File: config.mk
export PLATFORM = sky130hd
export DESIGN_NAME = embedded_multiplier_block
export DESIGN_NICKNAME = d
export VERILOG_FILES = /design/src/design/mult_pkg.sv /design/src/design/embedded_multiplier_block.sv /design/src/design/operand_stage.sv /design/src/design/mul_core.sv
export SDC_FILE = /design/constraint.sdc
export NUM_CORES = 2
export LEC_CHECK = 0
export BUFFER_PORTS_ARGS = -buffer_cell sky130_fd_sc_hd__buf_2
export CORE_ASPECT_RATIO = 0.75
export CORE_UTILIZATION = 60
export CTS_CLUSTER_SIZE = 16
export DETAILED_ROUTE_END_ITERATION = 8
export PLACE_DENSITY = 0.85
export SYNTH_ARGS = -nofsm -noshare
export SYNTH_HDL_FRONTEND = slang
export SYNTH_HIERARCHICAL = 1
export SYNTH_SLANG_ARGS = --single-unit
File: constraint.sdc
create_clock -name clk_i -period 20 [get_ports clk_i]
set_input_delay 0 -clock clk_i [delete_from_list [all_inputs] [get_ports clk_i]]
set_output_delay 0 -clock clk_i [all_outputs]
set_load 0.02 [all_outputs]
File: src/design/mult_pkg.sv
// Shared constants, register map and carrier types of the embedded multiplier block.
package mult_pkg;

  ////////////////////////////////////////////////////////////////////////////////
  // Datapath widths.
  localparam int unsigned WIDE_W   = 18;
  localparam int unsigned NARROW_W = 9;
  localparam int unsigned PROD_W   = 36;
  localparam int unsigned SECT_W   = 18;
  localparam int unsigned N_SECT   = 2;
  localparam int unsigned CNT_W    = 32;

  ////////////////////////////////////////////////////////////////////////////////
  // Register bus widths and word offsets (byte addresses).
  localparam int unsigned ADR_W = 8;
  localparam int unsigned DAT_W = 32;
  localparam int unsigned SEL_W = 4;
  localparam logic [7:0] OFF_CTRL    = 8'h00;
  localparam logic [7:0] OFF_STATUS  = 8'h04;
  localparam logic [7:0] OFF_PROD_LO = 8'h08;
  localparam logic [7:0] OFF_PROD_HI = 8'h0c;
  localparam logic [7:0] OFF_OPND_A  = 8'h10;
  localparam logic [7:0] OFF_OPND_B  = 8'h14;
  localparam logic [7:0] OFF_COUNT   = 8'h18;

  ////////////////////////////////////////////////////////////////////////////////
  // Control register field positions, all in byte lane 0.
  localparam int unsigned CTRL_DUAL_BIT   = 0;
  localparam int unsigned CTRL_A_REG_BIT  = 1;
  localparam int unsigned CTRL_B_REG_BIT  = 2;
  localparam int unsigned CTRL_SA_REG_BIT = 3;
  localparam int unsigned CTRL_SB_REG_BIT = 4;
  localparam int unsigned CTRL_P_REG_BIT  = 5;
  localparam int unsigned CTRL_SIGN_BIT   = 6;
  localparam int unsigned CTRL_W          = 7;
  localparam logic [6:0]  CTRL_RESET      = 7'h00;

  // Status register field positions.
  localparam int unsigned STAT_DUAL_BIT = 0;
  localparam int unsigned STAT_SA_BIT   = 1;
  localparam int unsigned STAT_SB_BIT   = 2;
  localparam int unsigned STAT_PS_BIT   = 3;
  localparam int unsigned STAT_ACLR_BIT = 4;

  // Configuration carried from the register file to the datapath.
  typedef struct packed {
    logic sign_use;
    logic p_reg;
    logic sb_reg;
    logic sa_reg;
    logic b_reg;
    logic a_reg;
    logic dual;
  } cfg_t;

  // One operand side: data and its sign select.
  typedef struct packed {
    logic              sign;
    logic [WIDE_W-1:0] data;
  } opnd_t;

endpackage

File: src/design/embedded_multiplier_block.sv
// Embedded multiplier block top: fabric datapath and Wishbone configuration registers.
//
// Register access over Wishbone and the address map were left to the implementer.
`timescale 1ns/100ps
module embedded_multiplier_block (
  input  wire logic                        clk_i,
  input  wire logic                        rst_i,
  // Shared datapath controls.
  input  wire logic                        ena_i,
  input  wire logic                        aclr_i,
  // Operands and sign selects from the fabric.
  input  wire logic [mult_pkg::WIDE_W-1:0] data_a_i,
  input  wire logic [mult_pkg::WIDE_W-1:0] data_b_i,
  input  wire logic                        sign_a_i,
  input  wire logic                        sign_b_i,
  // Products to the fabric.
  output logic      [mult_pkg::PROD_W-1:0] prod_o,
  output logic                             prod_signed_o,
  // Classic Wishbone slave.
  input  wire logic                        wb_cyc_i,
  input  wire logic                        wb_stb_i,
  input  wire logic                        wb_we_i,
  input  wire logic [mult_pkg::ADR_W-1:0]  wb_adr_i,
  input  wire logic [mult_pkg::SEL_W-1:0]  wb_sel_i,
  input  wire logic [mult_pkg::DAT_W-1:0]  wb_dat_i,
  output logic      [mult_pkg::DAT_W-1:0]  wb_dat_o,
  output logic                             wb_ack_o
);

  ////////////////////////////////////////////////////////////////////////////////
  // Declarations.

  mult_pkg::cfg_t                  cfg;
  mult_pkg::opnd_t                 side_a_in;
  mult_pkg::opnd_t                 side_b_in;
  logic [mult_pkg::WIDE_W-1:0]     a_mul;
  logic [mult_pkg::WIDE_W-1:0]     b_mul;
  logic                            sa_mul;
  logic                            sb_mul;
  logic [mult_pkg::PROD_W-1:0]     next_prod;
  logic [mult_pkg::PROD_W-1:0]     prod_q;
  logic                            next_prod_signed;
  logic                            prod_signed_q;
  logic                            aclr_seen;
  logic [mult_pkg::CNT_W-1:0]      accept_cnt;
  logic                            bus_req;
  logic                            bus_wr;
  logic [mult_pkg::DAT_W-1:0]      next_rdata;
  logic [mult_pkg::DAT_W-1:0]      status_word;

  ////////////////////////////////////////////////////////////////////////////////
  // Address decode helper, shared by the read and the write path.

  // Compares the word address only; the two low byte-address bits are ignored.
  function automatic logic reg_hit(input logic [mult_pkg::ADR_W-1:0] adr,
                                   input logic [mult_pkg::ADR_W-1:0] off);
    reg_hit = (adr[mult_pkg::ADR_W-1:2] == off[mult_pkg::ADR_W-1:2]);
  endfunction

  ////////////////////////////////////////////////////////////////////////////////
  // Operand and sign select capture.

  // Unused sign selects are forced low, giving an unsigned multiply on both sides.
  assign side_a_in.sign = cfg.sign_use ? sign_a_i : 1'b0;
  assign side_b_in.sign = cfg.sign_use ? sign_b_i : 1'b0;

  // Narrower values of ten to eighteen bits must arrive sign- or zero-extended to 18 bits.
  assign side_a_in.data = data_a_i;
  assign side_b_in.data = data_b_i;

  // Operand A: its own register-or-bypass choice, sharing clock, enable and clear.
  operand_stage #(
    .W         (mult_pkg::WIDE_W)
  ) u_stage_a (
    .clk_i     (clk_i),
    .ena_i     (ena_i),
    .aclr_i    (aclr_i),
    .use_reg_i (cfg.a_reg),
    .d_i       (side_a_in.data),
    .q_o       (a_mul)
  );

  // Operand B: independent of operand A's choice.
  operand_stage #(
    .W         (mult_pkg::WIDE_W)
  ) u_stage_b (
    .clk_i     (clk_i),
    .ena_i     (ena_i),
    .aclr_i    (aclr_i),
    .use_reg_i (cfg.b_reg),
    .d_i       (side_b_in.data),
    .q_o       (b_mul)
  );

  // Sign A has a dedicated register so it can stay aligned with a registered operand A.
  operand_stage #(
    .W         (1)
  ) u_stage_sa (
    .clk_i     (clk_i),
    .ena_i     (ena_i),
    .aclr_i    (aclr_i),
    .use_reg_i (cfg.sa_reg),
    .d_i       (side_a_in.sign),
    .q_o       (sa_mul)
  );

  // Sign B has its own dedicated register as well.
  operand_stage #(
    .W         (1)
  ) u_stage_sb (
    .clk_i     (clk_i),
    .ena_i     (ena_i),
    .aclr_i    (aclr_i),
    .use_reg_i (cfg.sb_reg),
    .d_i       (side_b_in.sign),
    .q_o       (sb_mul)
  );

  ////////////////////////////////////////////////////////////////////////////////
  // Multiplier stage.

  // Sign selects are plain inputs to the stage, so a change takes effect on the next product.
  mul_core u_core (
    .dual_i   (cfg.dual),
    .sign_a_i (sa_mul),
    .sign_b_i (sb_mul),
    .a_i      (a_mul),
    .b_i      (b_mul),
    .prod_o   (next_prod)
  );

  // The result is unsigned only when both operands are unsigned.
  assign next_prod_signed = sa_mul | sb_mul;

  ////////////////////////////////////////////////////////////////////////////////
  // Output registers in two 18-bit sections.

  // In single mode both sections load together and act as one 36-bit register.
  for (genvar s = 0; s < mult_pkg::N_SECT; s++) begin : g_sect
    always_ff @(posedge clk_i or posedge aclr_i) begin
      if (aclr_i) begin
        prod_q[s*mult_pkg::SECT_W +: mult_pkg::SECT_W] <= '0;
      end else if (ena_i) begin
        prod_q[s*mult_pkg::SECT_W +: mult_pkg::SECT_W] <=
          next_prod[s*mult_pkg::SECT_W +: mult_pkg::SECT_W];
      end
    end
  end

  // The result-sign flag travels with the product so both change at the same edge.
  always_ff @(posedge clk_i or posedge aclr_i) begin
    if (aclr_i) begin
      prod_signed_q <= 1'b0;
    end else if (ena_i) begin
      prod_signed_q <= next_prod_signed;
    end
  end

  // Bypassed output is combinational from the operands; registered output costs one edge.
  assign prod_o        = cfg.p_reg ? prod_q : next_prod;
  assign prod_signed_o = cfg.p_reg ? prod_signed_q : next_prod_signed;

  ////////////////////////////////////////////////////////////////////////////////
  // Software-visible state.

  // Counts enabled clock edges; the asynchronous clear also zeroes it.
  always_ff @(posedge clk_i or posedge aclr_i) begin
    if (aclr_i) begin
      accept_cnt <= '0;
    end else if (rst_i) begin
      accept_cnt <= '0;
    end else if (bus_wr && reg_hit(wb_adr_i, mult_pkg::OFF_COUNT)) begin
      accept_cnt <= '0;
    end else if (ena_i) begin
      accept_cnt <= accept_cnt + 32'h0000_0001;
    end
  end

  // Sticky note that a clear happened; a new clear wins over a software clear.
  always_ff @(posedge clk_i or posedge aclr_i) begin
    if (aclr_i) begin
      aclr_seen <= 1'b1;
    end else if (rst_i) begin
      aclr_seen <= 1'b0;
    end else if (bus_wr && reg_hit(wb_adr_i, mult_pkg::OFF_STATUS) && wb_sel_i[0] &&
                 wb_dat_i[mult_pkg::STAT_ACLR_BIT]) begin
      aclr_seen <= 1'b0;
    end
  end

  // Status shows the live mode and the signs in use at the multiplier stage.
  always_comb begin
    status_word = '0;
    status_word[mult_pkg::STAT_DUAL_BIT] = cfg.dual;
    status_word[mult_pkg::STAT_SA_BIT]   = sa_mul;
    status_word[mult_pkg::STAT_SB_BIT]   = sb_mul;
    status_word[mult_pkg::STAT_PS_BIT]   = prod_signed_o;
    status_word[mult_pkg::STAT_ACLR_BIT] = aclr_seen;
  end

  ////////////////////////////////////////////////////////////////////////////////
  // Wishbone slave.

  // A request is live while cycle and strobe are both high.
  assign bus_req = wb_cyc_i & wb_stb_i;

  // Writes take effect at the edge where the master samples the acknowledge.
  assign bus_wr = bus_req & wb_ack_o & wb_we_i;

  // Acknowledge one cycle after the request, then drop for one cycle.
  always_ff @(posedge clk_i) begin
    if (rst_i) begin
      wb_ack_o <= 1'b0;
    end else begin
      wb_ack_o <= bus_req & ~wb_ack_o;
    end
  end

  // Configuration lives in byte lane 0; other lanes of the control word are ignored.
  always_ff @(posedge clk_i) begin
    if (rst_i) begin
      cfg <= mult_pkg::CTRL_RESET;
    end else if (bus_wr && reg_hit(wb_adr_i, mult_pkg::OFF_CTRL) && wb_sel_i[0]) begin
      cfg.dual     <= wb_dat_i[mult_pkg::CTRL_DUAL_BIT];
      cfg.a_reg    <= wb_dat_i[mult_pkg::CTRL_A_REG_BIT];
      cfg.b_reg    <= wb_dat_i[mult_pkg::CTRL_B_REG_BIT];
      cfg.sa_reg   <= wb_dat_i[mult_pkg::CTRL_SA_REG_BIT];
      cfg.sb_reg   <= wb_dat_i[mult_pkg::CTRL_SB_REG_BIT];
      cfg.p_reg    <= wb_dat_i[mult_pkg::CTRL_P_REG_BIT];
      cfg.sign_use <= wb_dat_i[mult_pkg::CTRL_SIGN_BIT];
    end
  end

  // Read data is chosen combinationally; unmapped addresses read as zero.
  always_comb begin
    next_rdata = '0;
    if (reg_hit(wb_adr_i, mult_pkg::OFF_CTRL)) begin
      next_rdata[mult_pkg::CTRL_W-1:0] = cfg;
    end else if (reg_hit(wb_adr_i, mult_pkg::OFF_STATUS)) begin
      next_rdata = status_word;
    end else if (reg_hit(wb_adr_i, mult_pkg::OFF_PROD_LO)) begin
      next_rdata = prod_o[31:0];
    end else if (reg_hit(wb_adr_i, mult_pkg::OFF_PROD_HI)) begin
      next_rdata[3:0] = prod_o[35:32];
    end else if (reg_hit(wb_adr_i, mult_pkg::OFF_OPND_A)) begin
      next_rdata[mult_pkg::WIDE_W-1:0] = a_mul;
    end else if (reg_hit(wb_adr_i, mult_pkg::OFF_OPND_B)) begin
      next_rdata[mult_pkg::WIDE_W-1:0] = b_mul;
    end else if (reg_hit(wb_adr_i, mult_pkg::OFF_COUNT)) begin
      next_rdata = accept_cnt;
    end
  end

  // Data is captured with the acknowledge so it holds steady while ack is high.
  always_ff @(posedge clk_i) begin
    if (rst_i) begin
      wb_dat_o <= '0;
    end else if (bus_req && !wb_ack_o) begin
      wb_dat_o <= next_rdata;
    end
  end

endmodule

File: src/design/operand_stage.sv
// Register-or-bypass stage with clock enable and asynchronous clear.
`timescale 1ns/100ps
module operand_stage #(
  parameter int unsigned W = 18
) (
  input  wire logic         clk_i,
  input  wire logic         ena_i,
  input  wire logic         aclr_i,
  input  wire logic         use_reg_i,
  input  wire logic [W-1:0] d_i,
  output logic      [W-1:0] q_o
);

  logic [W-1:0] held;

  // The enable is a hold mux rather than a gated clock, so the register sees every edge.
  always_ff @(posedge clk_i or posedge aclr_i) begin
    if (aclr_i) begin
      held <= '0;
    end else begin
      held <= ena_i ? d_i : held;
    end
  end

  // Bypass is purely combinational, so a bypassed input reaches the product in the same cycle.
  assign q_o = use_reg_i ? held : d_i;

endmodule

File: src/design/mul_core.sv
// Combinational multiplier stage: one 18 by 18 or two 9 by 9 full-precision products.
`timescale 1ns/100ps
module mul_core (
  input  wire logic                        dual_i,
  input  wire logic                        sign_a_i,
  input  wire logic                        sign_b_i,
  input  wire logic [mult_pkg::WIDE_W-1:0] a_i,
  input  wire logic [mult_pkg::WIDE_W-1:0] b_i,
  output logic      [mult_pkg::PROD_W-1:0] prod_o
);

  logic signed [18:0] ext_a;
  logic signed [18:0] ext_b;
  logic signed [37:0] wide_p;
  logic signed [9:0]  lo_a;
  logic signed [9:0]  lo_b;
  logic signed [9:0]  hi_a;
  logic signed [9:0]  hi_b;
  logic signed [19:0] lo_p;
  logic signed [19:0] hi_p;

  // One extra bit carries the sign or a zero, so every sign mix multiplies without overflow.
  assign ext_a  = {sign_a_i & a_i[17], a_i};
  assign ext_b  = {sign_b_i & b_i[17], b_i};
  assign wide_p = ext_a * ext_b;

  // Both narrow products share the same two sign selects.
  assign lo_a = {sign_a_i & a_i[8], a_i[8:0]};
  assign lo_b = {sign_b_i & b_i[8], b_i[8:0]};
  assign hi_a = {sign_a_i & a_i[17], a_i[17:9]};
  assign hi_b = {sign_b_i & b_i[17], b_i[17:9]};
  assign lo_p = lo_a * lo_b;
  assign hi_p = hi_a * hi_b;

  // No bits are lost: the dropped top bits only repeat the sign.
  assign prod_o = dual_i ? {hi_p[17:0], lo_p[17:0]} : wide_p[35:0];

endmodule

# Yosys cells after proc, flatten, opt, wreduce, memory -nomap -nowiden
# Cells that the tools add are included.
dict set report word_totals {
  ff_bits 148
  in_bits 89
  output_inout_bits 70
  wordCells 74
}
dict set report op_classes {
  n_mux 25
  n_bitwise 10
  n_mul 3
  eq_ne 6
  addsub 1
  n_reduce_logical 11
}
# cell n
set ops {}
lappend ops {{32-bit 2-to-1 mux} 6}
lappend ops {{18-bit 2-to-1 mux} 4}
lappend ops {{36-bit 2-to-1 mux} 2}
lappend ops {{10-bit by 10-bit multiplier with 18-bit output} 2}
lappend ops {{19-bit by 19-bit multiplier with 36-bit output} 1}
lappend ops {{32-bit by 1-bit adder with 32-bit output (second input constant)} 1}
lappend ops {{14-bit 2-to-1 mux} 2}
lappend ops {{28-bit 2-to-1 mux} 1}
lappend ops {{25-bit 2-to-1 mux} 1}
lappend ops {{6-bit by 3-bit equality test with 1-bit output (second input constant)} 3}
lappend ops {{6-bit by 2-bit equality test with 1-bit output (second input constant)} 2}
lappend ops {{1-bit AND} 8}
lappend ops {{1-bit logical AND} 7}
lappend ops {{1-bit 2-to-1 mux} 7}
lappend ops {{7-bit 2-to-1 mux} 1}
lappend ops {{6-bit by 1-bit equality test with 1-bit output (second input constant)} 1}
lappend ops {{6-bit logical NOT} 1}
lappend ops {{4-bit 2-to-1 mux} 1}
lappend ops {{3-bit nonzero test} 1}
lappend ops {{2-bit nonzero test} 1}
lappend ops {{1-bit logical NOT} 1}
lappend ops {{1-bit inverter} 1}
lappend ops {{1-bit bitwise OR} 1}

# Longest topological paths before layout
dict set report logic_depth {
  depth_word 10
  ltp_mapped 32
}

# Modules after synthesis
# The synthesis kept the hierarchy.
# module seq_area_each_um2 n_inst cells_each area_each_um2
set by_module_without_submodules {}
lappend by_module_without_submodules {mul_core 0.0 1 2014 17972.2}
lappend by_module_without_submodules {embedded_multiplier_block 2553.7 1 578 5870.6}
lappend by_module_without_submodules {{operand_stage (u_stage_a ...)} 450.4 2 59 997.2}
lappend by_module_without_submodules {{operand_stage (u_stage_sa ...)} 25.0 2 4 55.1}

# Least setup slack after synthesis
# OpenSTA, ideal clock, no wires.
dict set report synth_timing {
  path_type {register to register}
  startpoint {register cfg[2] (netlist bit)}
  endpoint {register wb_dat_o[0] (netlist bit)}
  setup_slack_ns 12.245
  arrival_ns 7.633
  n_path_buf 4
  path_stages_with_launch 32
  period_less_slack_ns 7.755
  cell_sequence {dfxtp_1 -> buf_6 -> buf_12 -> mux2_4 -> clkbuf_1 -> clkbuf_1 -> nand2_1 -> fa_1 -> inv_1 -> fa_1 -> inv_1 -> fa_1 -> inv_1 -> fa_1 -> fa_1 -> fa_1 -> inv_1 -> fa_1 -> inv_1 -> ha_1 -> a211oi_1 -> o21bai_1 -> a211oi_1 -> o31ai_1 -> a221o_1 -> o311ai_2 -> mux2i_1 -> nand2_1 -> mux2_2 -> o211a_1 -> a211oi_1 -> nor3_1}
}
# element line_no
set synth_rtl {}
lappend synth_rtl {{start, declared} embedded_multiplier_block.sv:33} ;# mult_pkg::cfg_t cfg;
lappend synth_rtl {{start signal, assigned} embedded_multiplier_block.sv:222} ;# cfg <= mult_pkg::CTRL_RESET;
lappend synth_rtl {{18-bit 2-to-1 mux} operand_stage.sv:26} ;# assign q_o = use_reg_i ? held : d_i;
lappend synth_rtl {{net b_mul, one bit} embedded_multiplier_block.sv:37} ;# logic [mult_pkg::WIDE_W-1:0] b_mul;
lappend synth_rtl {{19-bit by 19-bit multiplier with 36-bit output} mul_core.sv:25} ;# assign wide_p = ext_a * ext_b;
lappend synth_rtl {{36-bit 2-to-1 mux} mul_core.sv:36} ;# assign prod_o = dual_i ? {hi_p[17:0], lo_p[17:0]} : wide_p[35:0];
lappend synth_rtl {{net next_prod, one bit} embedded_multiplier_block.sv:40} ;# logic [mult_pkg::PROD_W-1:0] next_prod;
lappend synth_rtl {{36-bit 2-to-1 mux} embedded_multiplier_block.sv:160} ;# assign prod_o = cfg.p_reg ? prod_q : next_prod;
lappend synth_rtl {{net prod_o, one bit} embedded_multiplier_block.sv:17} ;# output logic [mult_pkg::PROD_W-1:0] prod_o,
lappend synth_rtl {{4-bit 2-to-1 mux} embedded_multiplier_block.sv:243} ;# end else if (reg_hit(wb_adr_i, mult_pkg::OFF_PROD_HI)) begin
lappend synth_rtl {{32-bit 2-to-1 mux} embedded_multiplier_block.sv:241} ;# end else if (reg_hit(wb_adr_i, mult_pkg::OFF_PROD_LO)) begin
lappend synth_rtl {{32-bit 2-to-1 mux} embedded_multiplier_block.sv:239} ;# end else if (reg_hit(wb_adr_i, mult_pkg::OFF_STATUS)) begin
lappend synth_rtl {{7-bit 2-to-1 mux} embedded_multiplier_block.sv:237} ;# if (reg_hit(wb_adr_i, mult_pkg::OFF_CTRL)) begin
lappend synth_rtl {{end signal, assigned} embedded_multiplier_block.sv:259} ;# wb_dat_o <= next_rdata;
lappend synth_rtl {{end, declared} embedded_multiplier_block.sv:26} ;# output logic [mult_pkg::DAT_W-1:0] wb_dat_o,
# The timed path passes the listed nets, and every way through them passes these cells.
# A chain may end at the register's enable or synchronous reset.

# Final worst setup path
dict set report layout_timing {
  startpoint {register cfg[1] (netlist bit)}
  endpoint {register wb_dat_o[3] (netlist bit)}
}
dict set report layout_between {
  elab_chain_len 9
}
# element line_no
set layout_lines {}
lappend layout_lines {{18-bit 2-to-1 mux (*)} operand_stage.sv:26}
lappend layout_lines {{net a_mul, one bit} embedded_multiplier_block.sv:36} ;# logic [mult_pkg::WIDE_W-1:0] a_mul;
lappend layout_lines {{1-bit AND} {mul_core.sv:23, mul_core.sv:30}}
lappend layout_lines {{19-bit by 19-bit multiplier with 36-bit output / 10-bit by 10-bit multiplier with 18-bit output (equally long branches)} {mul_core.sv:25, mul_core.sv:33}}
lappend layout_lines {{36-bit 2-to-1 mux (*)} mul_core.sv:36}
lappend layout_lines {{net next_prod, one bit} embedded_multiplier_block.sv:40}
lappend layout_lines {{36-bit 2-to-1 mux (*)} embedded_multiplier_block.sv:160}
lappend layout_lines {{4-bit 2-to-1 mux (*)} embedded_multiplier_block.sv:243}
lappend layout_lines {{32-bit 2-to-1 mux (*)} embedded_multiplier_block.sv:241}
lappend layout_lines {{32-bit 2-to-1 mux (*)} embedded_multiplier_block.sv:239}
lappend layout_lines {{7-bit 2-to-1 mux (*)} embedded_multiplier_block.sv:237}
# The timed path passes the listed nets; every way through them passes the cells marked *.

==> flow_metrics.env <==
export IMPL_synth_area_leaders="fa_1 35%, dfrtp_1 10%, ha_1 8.9%"
export IMPL_synth_edf_count=0
export IMPL_io_pins=159
export IMPL_diodes=0
export IMPL_rows=65
export IMPL_totalNegativeSetupSlack_ns=0
export IMPL_final_nets=3508
export IMPL_hold_end="wb_dat_o[5]"
export IMPL_post_cts_buffers=0
export IMPL_numCtsBuffers=17
export IMPL_drtIter0Drc=2283
export IMPL_fmax_ghz=0.0921
export IMPL_coreArea_um2=42400
export IMPL_drv_slew=0
export IMPL_antenna_found_initial=1
export IMPL_detail_route_wl_per_cell_um=21.7
export IMPL_cts_num_sinks=148
export IMPL_start_kind="register"
export IMPL_grt_max_degree=71
export IMPL_grt_pass1_wl_um=118000
export IMPL_ant_nets=0
export IMPL_grt_util_all_layers_pct=34.3
export IMPL_worstHoldStart="wb_adr_i[5]"
export IMPL_postSynthRegisterBits=148
export IMPL_cp_max_fo=27
export IMPL_dr_pass1_iters=8
export IMPL_area_growth_syn_to_layout_pct=7.16
export IMPL_yosys_area_top_type="fa_1"
export IMPL_synth_seq_area_share_pct=13.5
export IMPL_dieWidth_um=242
export IMPL_r2r_start="cfg[1]"
export IMPL_vias_per_cell=6.10
export IMPL_route_detailed_drc=0
export IMPL_timing_hold_ws_ns=0.0288
export IMPL_period_share_pct=54.3
export IMPL_synth_distinct_cells=91
export IMPL_syn_area_um2=25900
export IMPL_syn_mean_instance_area_um2=9.55
export IMPL_ff2ff_setup_slack_ns=9.14
export IMPL_post_route_min_period_ns=10.86
export IMPL_r2r_end="wb_dat_o[3]"
export IMPL_clkLatencyLatePin_ns=0.45
export IMPL_dieArea_um2=44100
export IMPL_post_place_ws_ns=9.71
export IMPL_end_kind="register"
export IMPL_syn_num_nets=3442
export IMPL_reg2reg_depth=24
export IMPL_drive_gt1_share_pct=12.9
export IMPL_cts_root_buf="clkbuf_16"
export IMPL_skew_ns=0.0115
export IMPL_clk_path_buf_depth=2
export IMPL_gp_congestion=0.947
export IMPL_rsz0062_at_grt="no"
export IMPL_status="complete, but fails checks"
export IMPL_setup_viol=0
export IMPL_synth_async_sr_flop_share_pct=73.0
export IMPL_max_cap_viol_count=1
export IMPL_drt_total_wl_um=73200
export IMPL_dp_hpwl_um=54800
export IMPL_cts_repair_resized=0
export IMPL_cts_tree="yes"
export IMPL_grt_overflow=0
export IMPL_cp_arrival_ns=11.25
export IMPL_hold_class="in -> reg"
export IMPL_final_util_pct=65.6
export IMPL_hold_buffers=49
export IMPL_start_util_pct=61.2
export IMPL_hold_viol_final=0
export IMPL_yosys_warnings=6
export IMPL_tightest_slew_ns=1.47
export IMPL_worst_setup_path_type="reg -> reg"
export IMPL_path_clk_slew_ns=0.07
export IMPL_failed_checks="max-capacitance violations"
export IMPL_holdPathStages=4
export IMPL_io_buffers=128
export IMPL_vias=20500
export IMPL_relSlewSlack_pct=0.935
export IMPL_cts_max_level=4
export IMPL_grt_pass1_vias=22400
export IMPL_cp_required_ns=20.39
export IMPL_final_setup_worst_slack_ns=9.14
export IMPL_synth_flop_cell="dfrtp_1"
export IMPL_die_h_um=182
export IMPL_synth_cells=2718
export IMPL_synth_top_cell_area_share_pct=34.7
-- placed cells by master (no fill, tap or decap), drive strengths merged, types with 9 or more instances in the layout --
cell type      n
inv          554
fa           450
nand2        258
ha           185
mux2         156
and2         149
buf          135
dfrtp        107
nor2          87
a21oi         78
o21ai         65
xnor2         62
dlygate4sd3   49
dfxtp         40
nand3         36
nor3          35
mux2i         27
xor2          23
clkbuf        20
and3          18
a211oi        17
a21o          16
a221oi        16
nand4         16
or2           16
o2bb2ai       15
o31ai         14
nand2b        12
a22oi         12
o21bai        11
or3           10
or4            9
o211ai         9
a31oi          9
-- cell usage after synthesis, types with 23 or more instances --
master,instances
inv_1,544
fa_1,450
nand2_1,258
ha_1,185
and2_1,148
mux2_2,112
clkbuf_1,107
dfrtp_1,107
nor2_1,86
a21oi_1,77
xnor2_1,62
o21ai_0,51
mux2_4,42
dfxtp_1,40
nand3_1,36
nor3_1,35
mux2i_1,27
xor2_1,23
-- how the worst max path moves through the flow --
stage / from / endpoint / slack [ns] / depth (start not counted)
after global routing: cfg[1] / wb_dat_o[3] / 8.93 / 24
after CTS: cfg[1] / wb_dat_o[3] / 9.65 / 24
after detailed placement: cfg[1] / wb_dat_o[3] / 9.71 / 24
after floorplan: cfg[2] / wb_dat_o[0] / 12.25 / 31
final: cfg[1] / wb_dat_o[3] / 9.14 / 24
after global placement: cfg[1] / wb_dat_o[3] / 9.97 / 24
-- per-stage QoR --
step | instance area [um2] | cells
after floorplan | 25900 | 2718
after global placement | 26700 | 3285
after detailed placement | 26700 | 3285
after CTS | 27800 | 3366
after global routing | 27800 | 3366
final | 27800 | 3366
-- flip-flops by register name, summed over array words and instances, names as in the netlist, 7 cells and up --
name	cells
prod_q	36
accept_cnt	32
wb_dat_o	32
u_stage_a/held	18
u_stage_b/held	18
cfg	7
-- cell type report --
| class | count | area (um2) |
|---|---|---|
| flip-flops and latches | 148 | 3510 |
| well taps | 569 | 712 |
| clock inverters | 12 | 98.8 |
| multi-input cells | 1887 | 19800 |
| inverters | 546 | 2050 |
| clock buffers | 20 | 489 |
| repair buffers | 184 | 1190 |
| fillers | 3084 | 14600 |
-- metal layers --
metal  global-route usage [%]  share of wire (%)  vias to the layer above  routed length (um)
met3                     8.78                 11                      292                7970
met1                     43.6                 38                    10300               27600
met4                     15.5                4.5                        0                3290
met5                        0                  0                        -                   0
li1                         -                  -                     8708                   -
met2                     55.7                 47                     1289               34300
-- kinds of logic after synthesis --
family	count (synthesis)	synth area share, %
AOI/OAI and AO/OA	304	7.95
xor gates and xnor gates	85	2.87
adders and majority gates	635	43.6
buffers and inverters	683	10.3
DFF	148	13.5
muxes	185	8.59
and+or+nand+nor	678	13.1
-- critical path, stage by stage, from the launching register on --
cell and delay (ns):
dfxtp_1 1.16, mux2_2 0.74, and2_1 0.53, nand2_1 0.24, fa_1 0.76, inv_1 0.15
fa_1 0.48, fa_1 0.44, fa_1 0.53, fa_1 0.57, fa_1 0.42, ha_1 0.29
ha_1 0.43, a21o_1 0.17, a21oi_1 0.07, o21ai_1 0.18, a2bb2oi_1 0.59, nand4_1 0.38
a211oi_1 0.43, nor3_1 0.10, o31ai_1 1.17, mux4_2 0.51, a211oi_1 0.08, a211oi_1 0.22
a221o_1 0.14
Power is not shown: default switching activity piles up to over one toggle a cycle in this logic, so the estimate is an artifact.
